[src/core/prc_pkg.sv]
// Constants and types shared by the power reduction controller
package prc_pkg;
  // Register byte addresses
  localparam logic [15:0] ADDR_EDGE_CFG = 16'hf1c0;
  localparam logic [15:0] ADDR_SYS_CFG  = 16'hf1c4;
  localparam logic [15:0] ADDR_IRQ_CTRL = 16'hf1c8;
  localparam logic [15:0] ADDR_STATUS   = 16'hf1cc;
  localparam int          ADDR_W        = 16;
  // Field layout
  localparam int VARIANT_BIT  = 5;
  localparam int IRQ_EN_LSB   = 0;
  localparam int IRQ_FLAG_LSB = 8;
  localparam int ST_MODE_LSB  = 0;
  localparam int ST_REFUSED   = 8;
  // Reset values
  localparam logic [15:0] EDGE_CFG_RST = 16'h0000;
  localparam logic [15:0] SYS_CFG_RST  = 16'h0000;
  localparam logic [7:0]  IRQ_EN_RST   = 8'h00;
  // Edge field codes
  localparam logic [1:0] EDGE_OFF  = 2'b00;
  localparam logic [1:0] EDGE_RISE = 2'b01;
  localparam logic [1:0] EDGE_FALL = 2'b10;
  localparam logic [1:0] EDGE_BOTH = 2'b11;
  // Timing
  localparam int CLK_PERIOD_NS  = 40;
  localparam int WAKE_PULSE_NS  = 40;
  localparam int WAKE_PULSE_CYC = (WAKE_PULSE_NS + CLK_PERIOD_NS - 1) / CLK_PERIOD_NS < 1 ? 1 :
                                  (WAKE_PULSE_NS + CLK_PERIOD_NS - 1) / CLK_PERIOD_NS;
  localparam int SYNC_STAGES    = 3;
  // Controller states
  typedef enum logic [6:0] {
    ST_RUN      = 7'b0000001,
    ST_PEND     = 7'b0000010,
    ST_IDLE     = 7'b0000100,
    ST_PD_PROT  = 7'b0001000,
    ST_PD_INT   = 7'b0010000,
    ST_PD_DELAY = 7'b0100000,
    ST_WAKE_ONE = 7'b1000000
  } prc_state_t;
  // Pending protected instruction
  typedef enum logic [1:0] {
    REQ_NONE = 2'b00,
    REQ_IDLE = 2'b01,
    REQ_PD   = 2'b10
  } prc_req_t;
endpackage : prc_pkg

[src/core/prc_power_ctrl.sv]
// Power reduction controller: idle and power-down sequencing with APB registers
//
// What this block does
// - Idle halts CPU execution; peripherals keep their clock.
// - Power-down stops the CPU, peripheral and watchdog clocks.
// - Only the protected idle or power-down instruction starts a low-power mode.
// - Pending external bus actions finish before any low-power entry.
// - Entry refused if ready handshake enabled but not seen on last access.
// - Any interrupt request ends idle; CPU resumes after idle instruction.
// - Peripheral event transfer keeps idle; a failed transfer ends idle.
// - Variant select bit 5 zero chooses protected power-down.
// - Protected power-down entered only while the NMI pin is low.
// - Protected power-down is left only by hardware reset.
// - Variant select bit 5 one chooses interruptible power-down.
// - Interruptible entry only if all enabled fast pins are inactive.
// - Interruptible power-down ends on reset or a fast pin request.
// - Fast pins are edge interrupts normally, levels for power-down decisions.
// - Wake by a fast pin works even with its interrupt disabled.
// - Qualified wake restarts oscillator and PLL and enables delay pull-down.
// - Clocks stay gated until the delay-pin comparator reports low.
// - Enabled waking interrupt is serviced after wake, then execution continues.
// - One instruction after power-down executes before the service call.
// - Disabled waking interrupt leaves its request flag set until software clears.
`timescale 1ns/100ps
module prc_power_ctrl #(
  parameter int N_PINS = 8
) (
  input  wire logic                       clock,
  input  wire logic                       rst,
  // APB slave
  input  wire logic                       psel,
  input  wire logic                       penable,
  input  wire logic                       pwrite,
  input  wire logic [31:0]                paddr,
  input  wire logic [31:0]                pwdata,
  output logic      [31:0]                prdata,
  output logic                            pready,
  output logic                            pslverr,
  // CPU side
  input  wire logic                       idle_instr,
  input  wire logic                       power_down_instr,
  input  wire logic                       ext_bus_idle,
  input  wire logic                       ready_enabled,
  input  wire logic                       ready_seen,
  input  wire logic                       irq_request,
  input  wire logic                       pec_xfer_fail,
  input  wire logic                       instr_retired,
  output logic                            cpu_halt,
  output logic                            cpu_clk_en,
  output logic                            periph_clk_en,
  output logic                            wdt_clk_en,
  output logic                            instr_refused,
  output logic                            irq_hold,
  output logic      [N_PINS-1:0]          irq_pending,
  // Pins
  input  wire logic                       nmi_pin_n,
  input  wire logic [N_PINS-1:0]          fast_ext_irq_pin,
  input  wire logic                       wake_delay_below,
  output logic                            osc_pll_en,
  output logic                            wake_delay_pulldown_en,
  output logic                            wake_delay_pullup_en
);

  ////////////////////////////////////////////////////////////////////////////
  // Edge field decode

  // Level that permits entry
  function automatic logic pin_inactive(input logic [1:0] mode, input logic lvl);
    unique case (mode)
      prc_pkg::EDGE_RISE: pin_inactive = !lvl;
      prc_pkg::EDGE_FALL: pin_inactive = lvl;
      default:            pin_inactive = 1'b1;
    endcase
  endfunction : pin_inactive

  // Level that wakes, against the level held at entry
  function automatic logic pin_wakes(input logic [1:0] mode, input logic lvl,
                                     input logic at_entry);
    unique case (mode)
      prc_pkg::EDGE_RISE: pin_wakes = lvl;
      prc_pkg::EDGE_FALL: pin_wakes = !lvl;
      prc_pkg::EDGE_BOTH: pin_wakes = lvl != at_entry;
      default:            pin_wakes = 1'b0;
    endcase
  endfunction : pin_wakes

  ////////////////////////////////////////////////////////////////////////////
  // Pin synchronisers: a change counts once stages two and three agree

  localparam int NS = prc_pkg::SYNC_STAGES;
  logic [NS-1:0]     nmi_sync;
  logic [NS-1:0]     dly_sync;
  logic              nmi_lvl;
  logic              dly_lvl;
  logic [N_PINS-1:0] pin_lvl;
  logic [N_PINS-1:0] pin_prev;

  always_ff @(posedge clock) begin
    if (rst) begin
      nmi_sync <= '1;
      dly_sync <= '0;
    end else begin
      nmi_sync <= {nmi_sync[NS-2:0], nmi_pin_n};
      dly_sync <= {dly_sync[NS-2:0], wake_delay_below};
    end
  end

  always_ff @(posedge clock) begin
    if (rst) begin
      nmi_lvl <= 1'b1;
      dly_lvl <= 1'b0;
    end else begin
      if (nmi_sync[1] == nmi_sync[2]) nmi_lvl <= nmi_sync[2];
      if (dly_sync[1] == dly_sync[2]) dly_lvl <= dly_sync[2];
    end
  end

  genvar gi;
  generate
    for (gi = 0; gi < N_PINS; gi++) begin : g_pin
      // Per-pin flops keep one driver for each shared vector
      logic [NS-1:0] sync_q;
      logic          lvl_q;
      logic          prev_q;
      always_ff @(posedge clock) begin
        if (rst) begin
          sync_q <= '0;
          lvl_q  <= 1'b0;
          prev_q <= 1'b0;
        end else begin
          sync_q <= {sync_q[NS-2:0], fast_ext_irq_pin[gi]};
          if (sync_q[1] == sync_q[2]) lvl_q <= sync_q[2];
          prev_q <= lvl_q;
        end
      end
      assign pin_lvl[gi]  = lvl_q;
      assign pin_prev[gi] = prev_q;
    end
  endgenerate

  ////////////////////////////////////////////////////////////////////////////
  // Registers

  logic [15:0]       ext_irq_edge_config;
  logic [15:0]       system_config_reg;
  logic [N_PINS-1:0] irq_enable;
  logic [N_PINS-1:0] irq_request_flag;
  logic              refused_seen;
  logic              power_down_variant_select;
  prc_pkg::prc_state_t state;

  assign power_down_variant_select = system_config_reg[prc_pkg::VARIANT_BIT];

  logic [prc_pkg::ADDR_W-1:0] addr;
  logic                        wr_acc;
  logic                        hit;
  assign addr   = paddr[prc_pkg::ADDR_W-1:0];
  assign wr_acc = psel && penable && pready && pwrite;
  assign hit    = paddr[31:prc_pkg::ADDR_W] == '0 &&
                  (addr == prc_pkg::ADDR_EDGE_CFG || addr == prc_pkg::ADDR_SYS_CFG ||
                   addr == prc_pkg::ADDR_IRQ_CTRL || addr == prc_pkg::ADDR_STATUS);

  always_ff @(posedge clock) begin
    if (rst) begin
      ext_irq_edge_config <= prc_pkg::EDGE_CFG_RST;
      system_config_reg   <= prc_pkg::SYS_CFG_RST;
      irq_enable          <= N_PINS'(prc_pkg::IRQ_EN_RST);
    end else if (wr_acc && paddr[31:prc_pkg::ADDR_W] == '0) begin
      if (addr == prc_pkg::ADDR_EDGE_CFG) ext_irq_edge_config <= pwdata[15:0];
      if (addr == prc_pkg::ADDR_SYS_CFG)  system_config_reg   <= pwdata[15:0];
      if (addr == prc_pkg::ADDR_IRQ_CTRL)
        irq_enable <= pwdata[prc_pkg::IRQ_EN_LSB +: N_PINS];
    end
  end

  // APB answer: ready in the first access cycle, no wait states
  always_ff @(posedge clock) begin
    if (rst) begin
      pready  <= 1'b0;
      pslverr <= 1'b0;
      prdata  <= '0;
    end else begin
      pready  <= psel && !penable;
      pslverr <= psel && !penable && !hit;
      prdata  <= '0;
      if (psel && !penable && paddr[31:prc_pkg::ADDR_W] == '0) begin
        unique case (addr)
          prc_pkg::ADDR_EDGE_CFG: prdata <= {16'h0000, ext_irq_edge_config};
          prc_pkg::ADDR_SYS_CFG:  prdata <= {16'h0000, system_config_reg};
          prc_pkg::ADDR_IRQ_CTRL: begin
            prdata[prc_pkg::IRQ_EN_LSB +: N_PINS]   <= irq_enable;
            prdata[prc_pkg::IRQ_FLAG_LSB +: N_PINS] <= irq_request_flag;
          end
          prc_pkg::ADDR_STATUS: begin
            prdata[prc_pkg::ST_MODE_LSB +: 7] <= state;
            prdata[prc_pkg::ST_REFUSED]       <= refused_seen;
          end
          default: prdata <= '0;
        endcase
      end
    end
  end

  ////////////////////////////////////////////////////////////////////////////
  // Pin decisions

  logic [N_PINS-1:0] pin_entry_lvl;
  logic [N_PINS-1:0] pin_ok_entry;
  logic [N_PINS-1:0] pin_wake_now;
  logic [N_PINS-1:0] pin_edge;
  logic [7:0]        wake_cnt;
  logic              wake_qual;

  generate
    for (gi = 0; gi < N_PINS; gi++) begin : g_dec
      logic [1:0] mode;
      assign mode = ext_irq_edge_config[2*gi +: 2];
      // Levels decide entry and wake, edges raise normal interrupts
      assign pin_ok_entry[gi] = pin_inactive(mode, pin_lvl[gi]);
      assign pin_wake_now[gi] = pin_wakes(mode, pin_lvl[gi], pin_entry_lvl[gi]);
      assign pin_edge[gi]     = pin_wakes(mode, pin_lvl[gi], pin_prev[gi]) &&
                                (pin_lvl[gi] != pin_prev[gi]);
    end
  endgenerate

  // Wake level must persist the minimum pulse width
  always_ff @(posedge clock) begin
    if (rst || state != prc_pkg::ST_PD_INT || pin_wake_now == '0) begin
      wake_cnt <= '0;
    end else if (wake_cnt < 8'(prc_pkg::WAKE_PULSE_CYC)) begin
      wake_cnt <= wake_cnt + 8'h01;
    end
  end
  assign wake_qual = (pin_wake_now != '0) &&
                     (wake_cnt + 8'h01 >= 8'(prc_pkg::WAKE_PULSE_CYC));

  ////////////////////////////////////////////////////////////////////////////
  // Sequencer

  prc_pkg::prc_req_t req;
  prc_pkg::prc_state_t next_state;
  logic                refuse;
  logic                enter_ok;

  always_comb begin
    enter_ok = !(ready_enabled && !ready_seen);
    if (req == prc_pkg::REQ_PD) begin
      if (!power_down_variant_select) enter_ok = enter_ok && !nmi_lvl;
      else enter_ok = enter_ok && (pin_ok_entry == '1);
    end
  end

  always_comb begin
    next_state = state;
    refuse     = 1'b0;
    unique case (state)
      prc_pkg::ST_RUN:
        if (idle_instr || power_down_instr) next_state = prc_pkg::ST_PEND;
      prc_pkg::ST_PEND:
        if (ext_bus_idle) begin
          if (!enter_ok) begin
            next_state = prc_pkg::ST_RUN;
            refuse     = 1'b1;
          end else if (req == prc_pkg::REQ_IDLE) begin
            next_state = prc_pkg::ST_IDLE;
          end else if (!power_down_variant_select) begin
            next_state = prc_pkg::ST_PD_PROT;
          end else begin
            next_state = prc_pkg::ST_PD_INT;
          end
        end
      // Transfers that succeed leave the CPU idle
      prc_pkg::ST_IDLE:
        if (irq_request || pec_xfer_fail) next_state = prc_pkg::ST_RUN;
      // Only rst leaves this state
      prc_pkg::ST_PD_PROT: next_state = prc_pkg::ST_PD_PROT;
      prc_pkg::ST_PD_INT:
        if (wake_qual) next_state = prc_pkg::ST_PD_DELAY;
      prc_pkg::ST_PD_DELAY:
        if (dly_lvl) next_state = prc_pkg::ST_WAKE_ONE;
      prc_pkg::ST_WAKE_ONE:
        if (instr_retired) next_state = prc_pkg::ST_RUN;
      default: next_state = prc_pkg::ST_RUN;
    endcase
  end

  // Reset pin is rst itself, so both variants end there
  always_ff @(posedge clock) begin
    if (rst) state <= prc_pkg::ST_RUN;
    else     state <= next_state;
  end

  always_ff @(posedge clock) begin
    if (rst) begin
      req <= prc_pkg::REQ_NONE;
    end else if (state == prc_pkg::ST_RUN) begin
      if (power_down_instr)  req <= prc_pkg::REQ_PD;
      else if (idle_instr)   req <= prc_pkg::REQ_IDLE;
      else                   req <= prc_pkg::REQ_NONE;
    end
  end

  // Entry levels kept for any-change wake
  always_ff @(posedge clock) begin
    if (rst) pin_entry_lvl <= '0;
    else if (next_state == prc_pkg::ST_PD_INT && state != prc_pkg::ST_PD_INT)
      pin_entry_lvl <= pin_lvl;
  end

  // Set wins over a software clear
  logic [N_PINS-1:0] flag_set;
  logic [N_PINS-1:0] flag_clr;

  always_comb begin
    flag_set = '0;
    flag_clr = '0;
    if (state == prc_pkg::ST_PD_INT && wake_qual) flag_set = pin_wake_now;
    else if (state != prc_pkg::ST_PD_DELAY) flag_set = pin_edge;
    if (wr_acc && addr == prc_pkg::ADDR_IRQ_CTRL && paddr[31:prc_pkg::ADDR_W] == '0)
      flag_clr = pwdata[prc_pkg::IRQ_FLAG_LSB +: N_PINS];
  end

  always_ff @(posedge clock) begin
    if (rst) irq_request_flag <= '0;
    else     irq_request_flag <= (irq_request_flag & ~flag_clr) | flag_set;
  end

  always_ff @(posedge clock) begin
    if (rst)         refused_seen <= 1'b0;
    else if (refuse) refused_seen <= 1'b1;
    else if (wr_acc && addr == prc_pkg::ADDR_STATUS && paddr[31:prc_pkg::ADDR_W] == '0 &&
             pwdata[prc_pkg::ST_REFUSED])
      refused_seen <= 1'b0;
  end

  ////////////////////////////////////////////////////////////////////////////
  // Outputs

  logic next_pd;
  assign next_pd = next_state == prc_pkg::ST_PD_PROT || next_state == prc_pkg::ST_PD_INT ||
                   next_state == prc_pkg::ST_PD_DELAY;

  always_ff @(posedge clock) begin
    if (rst) begin
      cpu_halt      <= 1'b0;
      cpu_clk_en    <= 1'b1;
      periph_clk_en <= 1'b1;
      wdt_clk_en    <= 1'b1;
      instr_refused <= 1'b0;
    end else begin
      cpu_halt      <= next_state == prc_pkg::ST_IDLE || next_pd;
      cpu_clk_en    <= !next_pd && next_state != prc_pkg::ST_IDLE;
      periph_clk_en <= !next_pd;
      wdt_clk_en    <= !next_pd;
      instr_refused <= refuse;
    end
  end

  // Oscillator stays off until a wake qualifies
  always_ff @(posedge clock) begin
    if (rst) begin
      osc_pll_en             <= 1'b1;
      wake_delay_pulldown_en <= 1'b0;
      wake_delay_pullup_en   <= 1'b0;
    end else begin
      osc_pll_en             <= !(next_state == prc_pkg::ST_PD_PROT ||
                                  next_state == prc_pkg::ST_PD_INT);
      wake_delay_pulldown_en <= next_state == prc_pkg::ST_PD_DELAY;
      wake_delay_pullup_en   <= power_down_variant_select && !next_pd;
    end
  end

  // Service held back one instruction after wake
  always_ff @(posedge clock) begin
    if (rst) begin
      irq_hold    <= 1'b0;
      irq_pending <= '0;
    end else begin
      irq_hold    <= next_state == prc_pkg::ST_WAKE_ONE || next_pd;
      irq_pending <= irq_request_flag & irq_enable;
    end
  end

endmodule : prc_power_ctrl

[config.mk]
export PLATFORM = sky130hd
export DESIGN_NAME = prc_power_ctrl
export DESIGN_NICKNAME = d
export VERILOG_FILES = /design/src/core/prc_pkg.sv /design/src/core/prc_power_ctrl.sv
export SDC_FILE = /design/constraint.sdc
export NUM_CORES = 1
export LEC_CHECK = 0
export BUFFER_PORTS_ARGS = -buffer_cell sky130_fd_sc_hd__buf_2
export CAP_MARGIN = 10
export CORE_ASPECT_RATIO = 0.8
export CORE_MARGIN = 2
export CORE_UTILIZATION = 50
export DETAILED_ROUTE_END_ITERATION = 6
export PLACE_DENSITY_LB_ADDON = 0.2
export SYNTH_ARGS = -nofsm -noshare
export SYNTH_HDL_FRONTEND = slang
export SYNTH_SLANG_ARGS = --single-unit
[constraint.sdc]
create_clock -name clock -period 2.2 [get_ports clock]
set_input_delay 0.44 -clock clock [delete_from_list [all_inputs] [get_ports clock]]
set_output_delay 0.44 -clock clock [all_outputs]
set_load 0.005 [all_outputs]
==> results.json <==
{
  "critical_path_class": "reg2reg",
  "seq_power_share_pct": 45.5,
  "cts_max_level": 4,
  "synth_common_cells": "dfxtp_1 (156), nor2_1 (106), nor2b_1 (54)",
  "fin_ws_ps": -278,
  "ys.flop_type": "dfxtp_1",
  "peakVddDrop_uv": 582,
  "hold_viol": 0,
  "grt_max_degree": 98,
  "nets": 1072,
  "clk_pin_slew_ps": 60,
  "grt_pass1_vias": 5991,
  "clock_skew_ps": 9.32,
  "holdWs_ps": 208,
  "largest_register_ffs": 24,
  "pin_count": 138,
  "rows": 38,
  "antenna_found_initial": 0,
  "yosysWarnings": 0,
  "fillers": 1041,
  "clk_latency_ps": 430,
  "hold_depth": 2,
  "cp.arrival_ps": 2790,
  "dp_cells": 1099,
  "dieHeight_um": 109,
  "synth_edf_count": 0,
  "leakage_uw": 0.00396,
  "gp_congestion": 0.889,
  "yosysTopAreaCellShare_pct": 45.0,
  "drv_cap": 0,
  "clock_sinks": 156,
  "seq_area_frac_synth_pct": 45.0,
  "cts_root_buf": "clkbuf_16",
  "fin_crit_ps": 2480,
  "track_usage_pct": 25.1,
  "fin_crit_sh_pct": 113,
  "final_cells": 1142,
  "intPower_uw": 5030,
  "port_buffers": 105,
  "sw_frac_of_total_pct": 21.3,
  "hold_class": "in2reg",
  "drt_first_iter_violations": 504,
  "maxSlewHeadroom_pct": 42.2,
  "p_switching_uw": 1360,
  "synth_area_leaders": "dfxtp_1 (45%), mux2i_1 (7.3%), ha_1 (6.3%), nor2_1 (5.7%), nor2b_1 (4.9%)",
  "wl_per_cell_um": 16.5,
  "cts_buffer_depth": 2,
  "crit_path_end_kind": "flop",
  "yosysMostFrequentCell": "dfxtp_1",
  "start_util_pct": 51.3,
  "p_clk_share_pct": 48.9,
  "gr-total-overflow": 0,
  "firstDrtPassIters": 7,
  "top_register": "g_pin.sync_q",
  "hpwl_um": 12900,
  "core_region_area_um2": 13600,
  "synth_top_area_cell": "dfxtp_1",
  "violations": "design-rule violations, negative setup slack",
  "vias_per_cell": 5.49,
  "netlist_instances": 762,
  "critPathLaunchType": "flop",
  "worstPathRequired_ps": 2510,
  "setup_viol": 35,
  "wl_um": 18900,
  "syn_area_per_cell_um2": 9.12,
  "ant_nets": 0,
  "via_count": 6271,
  "rsz0062_at_grt": "true",
  "grt_pass1_wl_um": 28900,
  "yosys.cell_types.count": 54,
  "status": "finished, violations left",
  "rr_worst_depth": 11,
  "finalPower_uw": 6390,
  "antennaDiodeCount": 0,
  "cts_tree": "done",
  "maxSlewViolCount": 0,
  "ys_async_sr_fraction_pct": 0,
  "area_growth_pct": 32.6,
  "dieWidth_um": 136,
  "crit_path_max_fanout": 5,
  "tightest_slew_ps": 858,
  "synth-seq-cells": 156,
  "max_freq_mhz": 404,
  "cts_buffers": 17,
  "combPwrFrac_pct": 5.6,
  "power_density_nw_per_um2": 694,
  "netlist_area_um2": 6950,
  "cts_hold_repair.buffers": 0,
  "final_layout_size_suffix_gt1_share_pct": 30.5,
  "drc": 16,
  "die_area_um2": 14900
}
-- per-layer routing --
layer,track usage [%],share of wire (%)
met5,0,0
met4,8.48,1.7
met3,6.32,6.6
met2,44.4,51
met1,30.0,41
-- through the flow --
| step | setup WS, ps | utilization [%] | setup TNS, ps | instance area [um^2] |
|---|---|---|---|---|
| finish | -278 | 68.0 | -6610 | 9210 |
| global route | -401 | 68.0 | -10140 | 9210 |
| CTS | -319 | 67.0 | -6540 | 9080 |
| detailed placement | -369 | 60.5 | -9200 | 8200 |
| global placement | -302 | 60.5 | -6750 | 8200 |
| floorplan | 7.04 | - | 0 | 7020 |
-- power by group through the flow --
stage | logic [uW] | registers [uW] | clock network [uW]
2_1_floorplan | 214 | 2960 | 0
4_1_cts | 344 | 2910 | 3160
3_3_place_gp | 311 | 2970 | 0
5_1_grt | 391 | 2910 | 3300
6_report | 356 | 2910 | 3120
3_5_place_dp | 325 | 2970 | 0
-- what timing repair did --
item | 4_1_cts | 5_1_grt
resized for setup | 48 | 24
pin swaps | 10 | 7
endpoints found under the setup margin | 35 | 35
gates cloned | 2 | 0
setup buffers | 4 | 6
-- final cells by class --
| cell class | count | area [um^2] | area share [%] |
|---|---|---|---|
| repair buffers | 196 | 1290 | 14.0 |
| flip-flops and latches | 156 | 3140 | 34.1 |
| well taps | 180 | 225 | 2.45 |
| clock buffers | 25 | 495 | 5.38 |
| multi-input cells | 552 | 3810 | 41.4 |
| clock inverters | 6 | 133 | 1.44 |
| inverters | 27 | 111 | 1.21 |
-- final timing paths --
check                                        from                            end  slack [ps]
min reg2reg                nmi_sync[0]$_SDFF_PP1_         nmi_sync[1]$_SDFF_PP1_         420
min                                     nmi_pin_n         nmi_sync[0]$_SDFF_PP1_         210
max reg2reg  ext_irq_edge_config[10]$_SDFFE_PP0P_  pin_entry_lvl[0]$_SDFFE_PP0P_        -280
max          ext_irq_edge_config[10]$_SDFFE_PP0P_  pin_entry_lvl[0]$_SDFFE_PP0P_        -280
-- critical path: stages, from the launching register on --
cell and delay (ps):
dfxtp_4 360, buf_6 110, ha_4 130, mux2i_1 60, a222oi_1 340, buf_4 180
nand4_1 90, buf_4 170, a2111oi_4 290, buf_6 210, nand2_8 100, mux2_4 310
-- logic make-up after synthesis --
family / after synthesis / synth area share, %
compound gates: 145 / 13.5
xor+xnor: 2 / 0.252
fa+ha+maj: 35 / 6.30
buf+inv: 71 / 4.81
flops: 156 / 45.0
mux: 59 / 9.08
other cells: 1 / 0.0540
simple gates: 293 / 21.0
-- layout by cell type, fill, tap and decap left out, types with 7 or more instances in the layout --
master and n:
nor2b_1 53, inv_1 20, nand2b_1 12, a21oi_1 36, clkbuf_16 17, nand3_1 7
buf_2 104, dfxtp_1 147, a211oi_2 7, a222oi_1 9, a32oi_1 8, ha_1 24
a22oi_1 10, mux2_4 8, nor3_1 18, mux2i_1 51, buf_6 8, buf_4 80
conb_1 16, nor2_1 105, o21ai_0 46, nand2_1 51
Power figures use the tool's default switching activity.
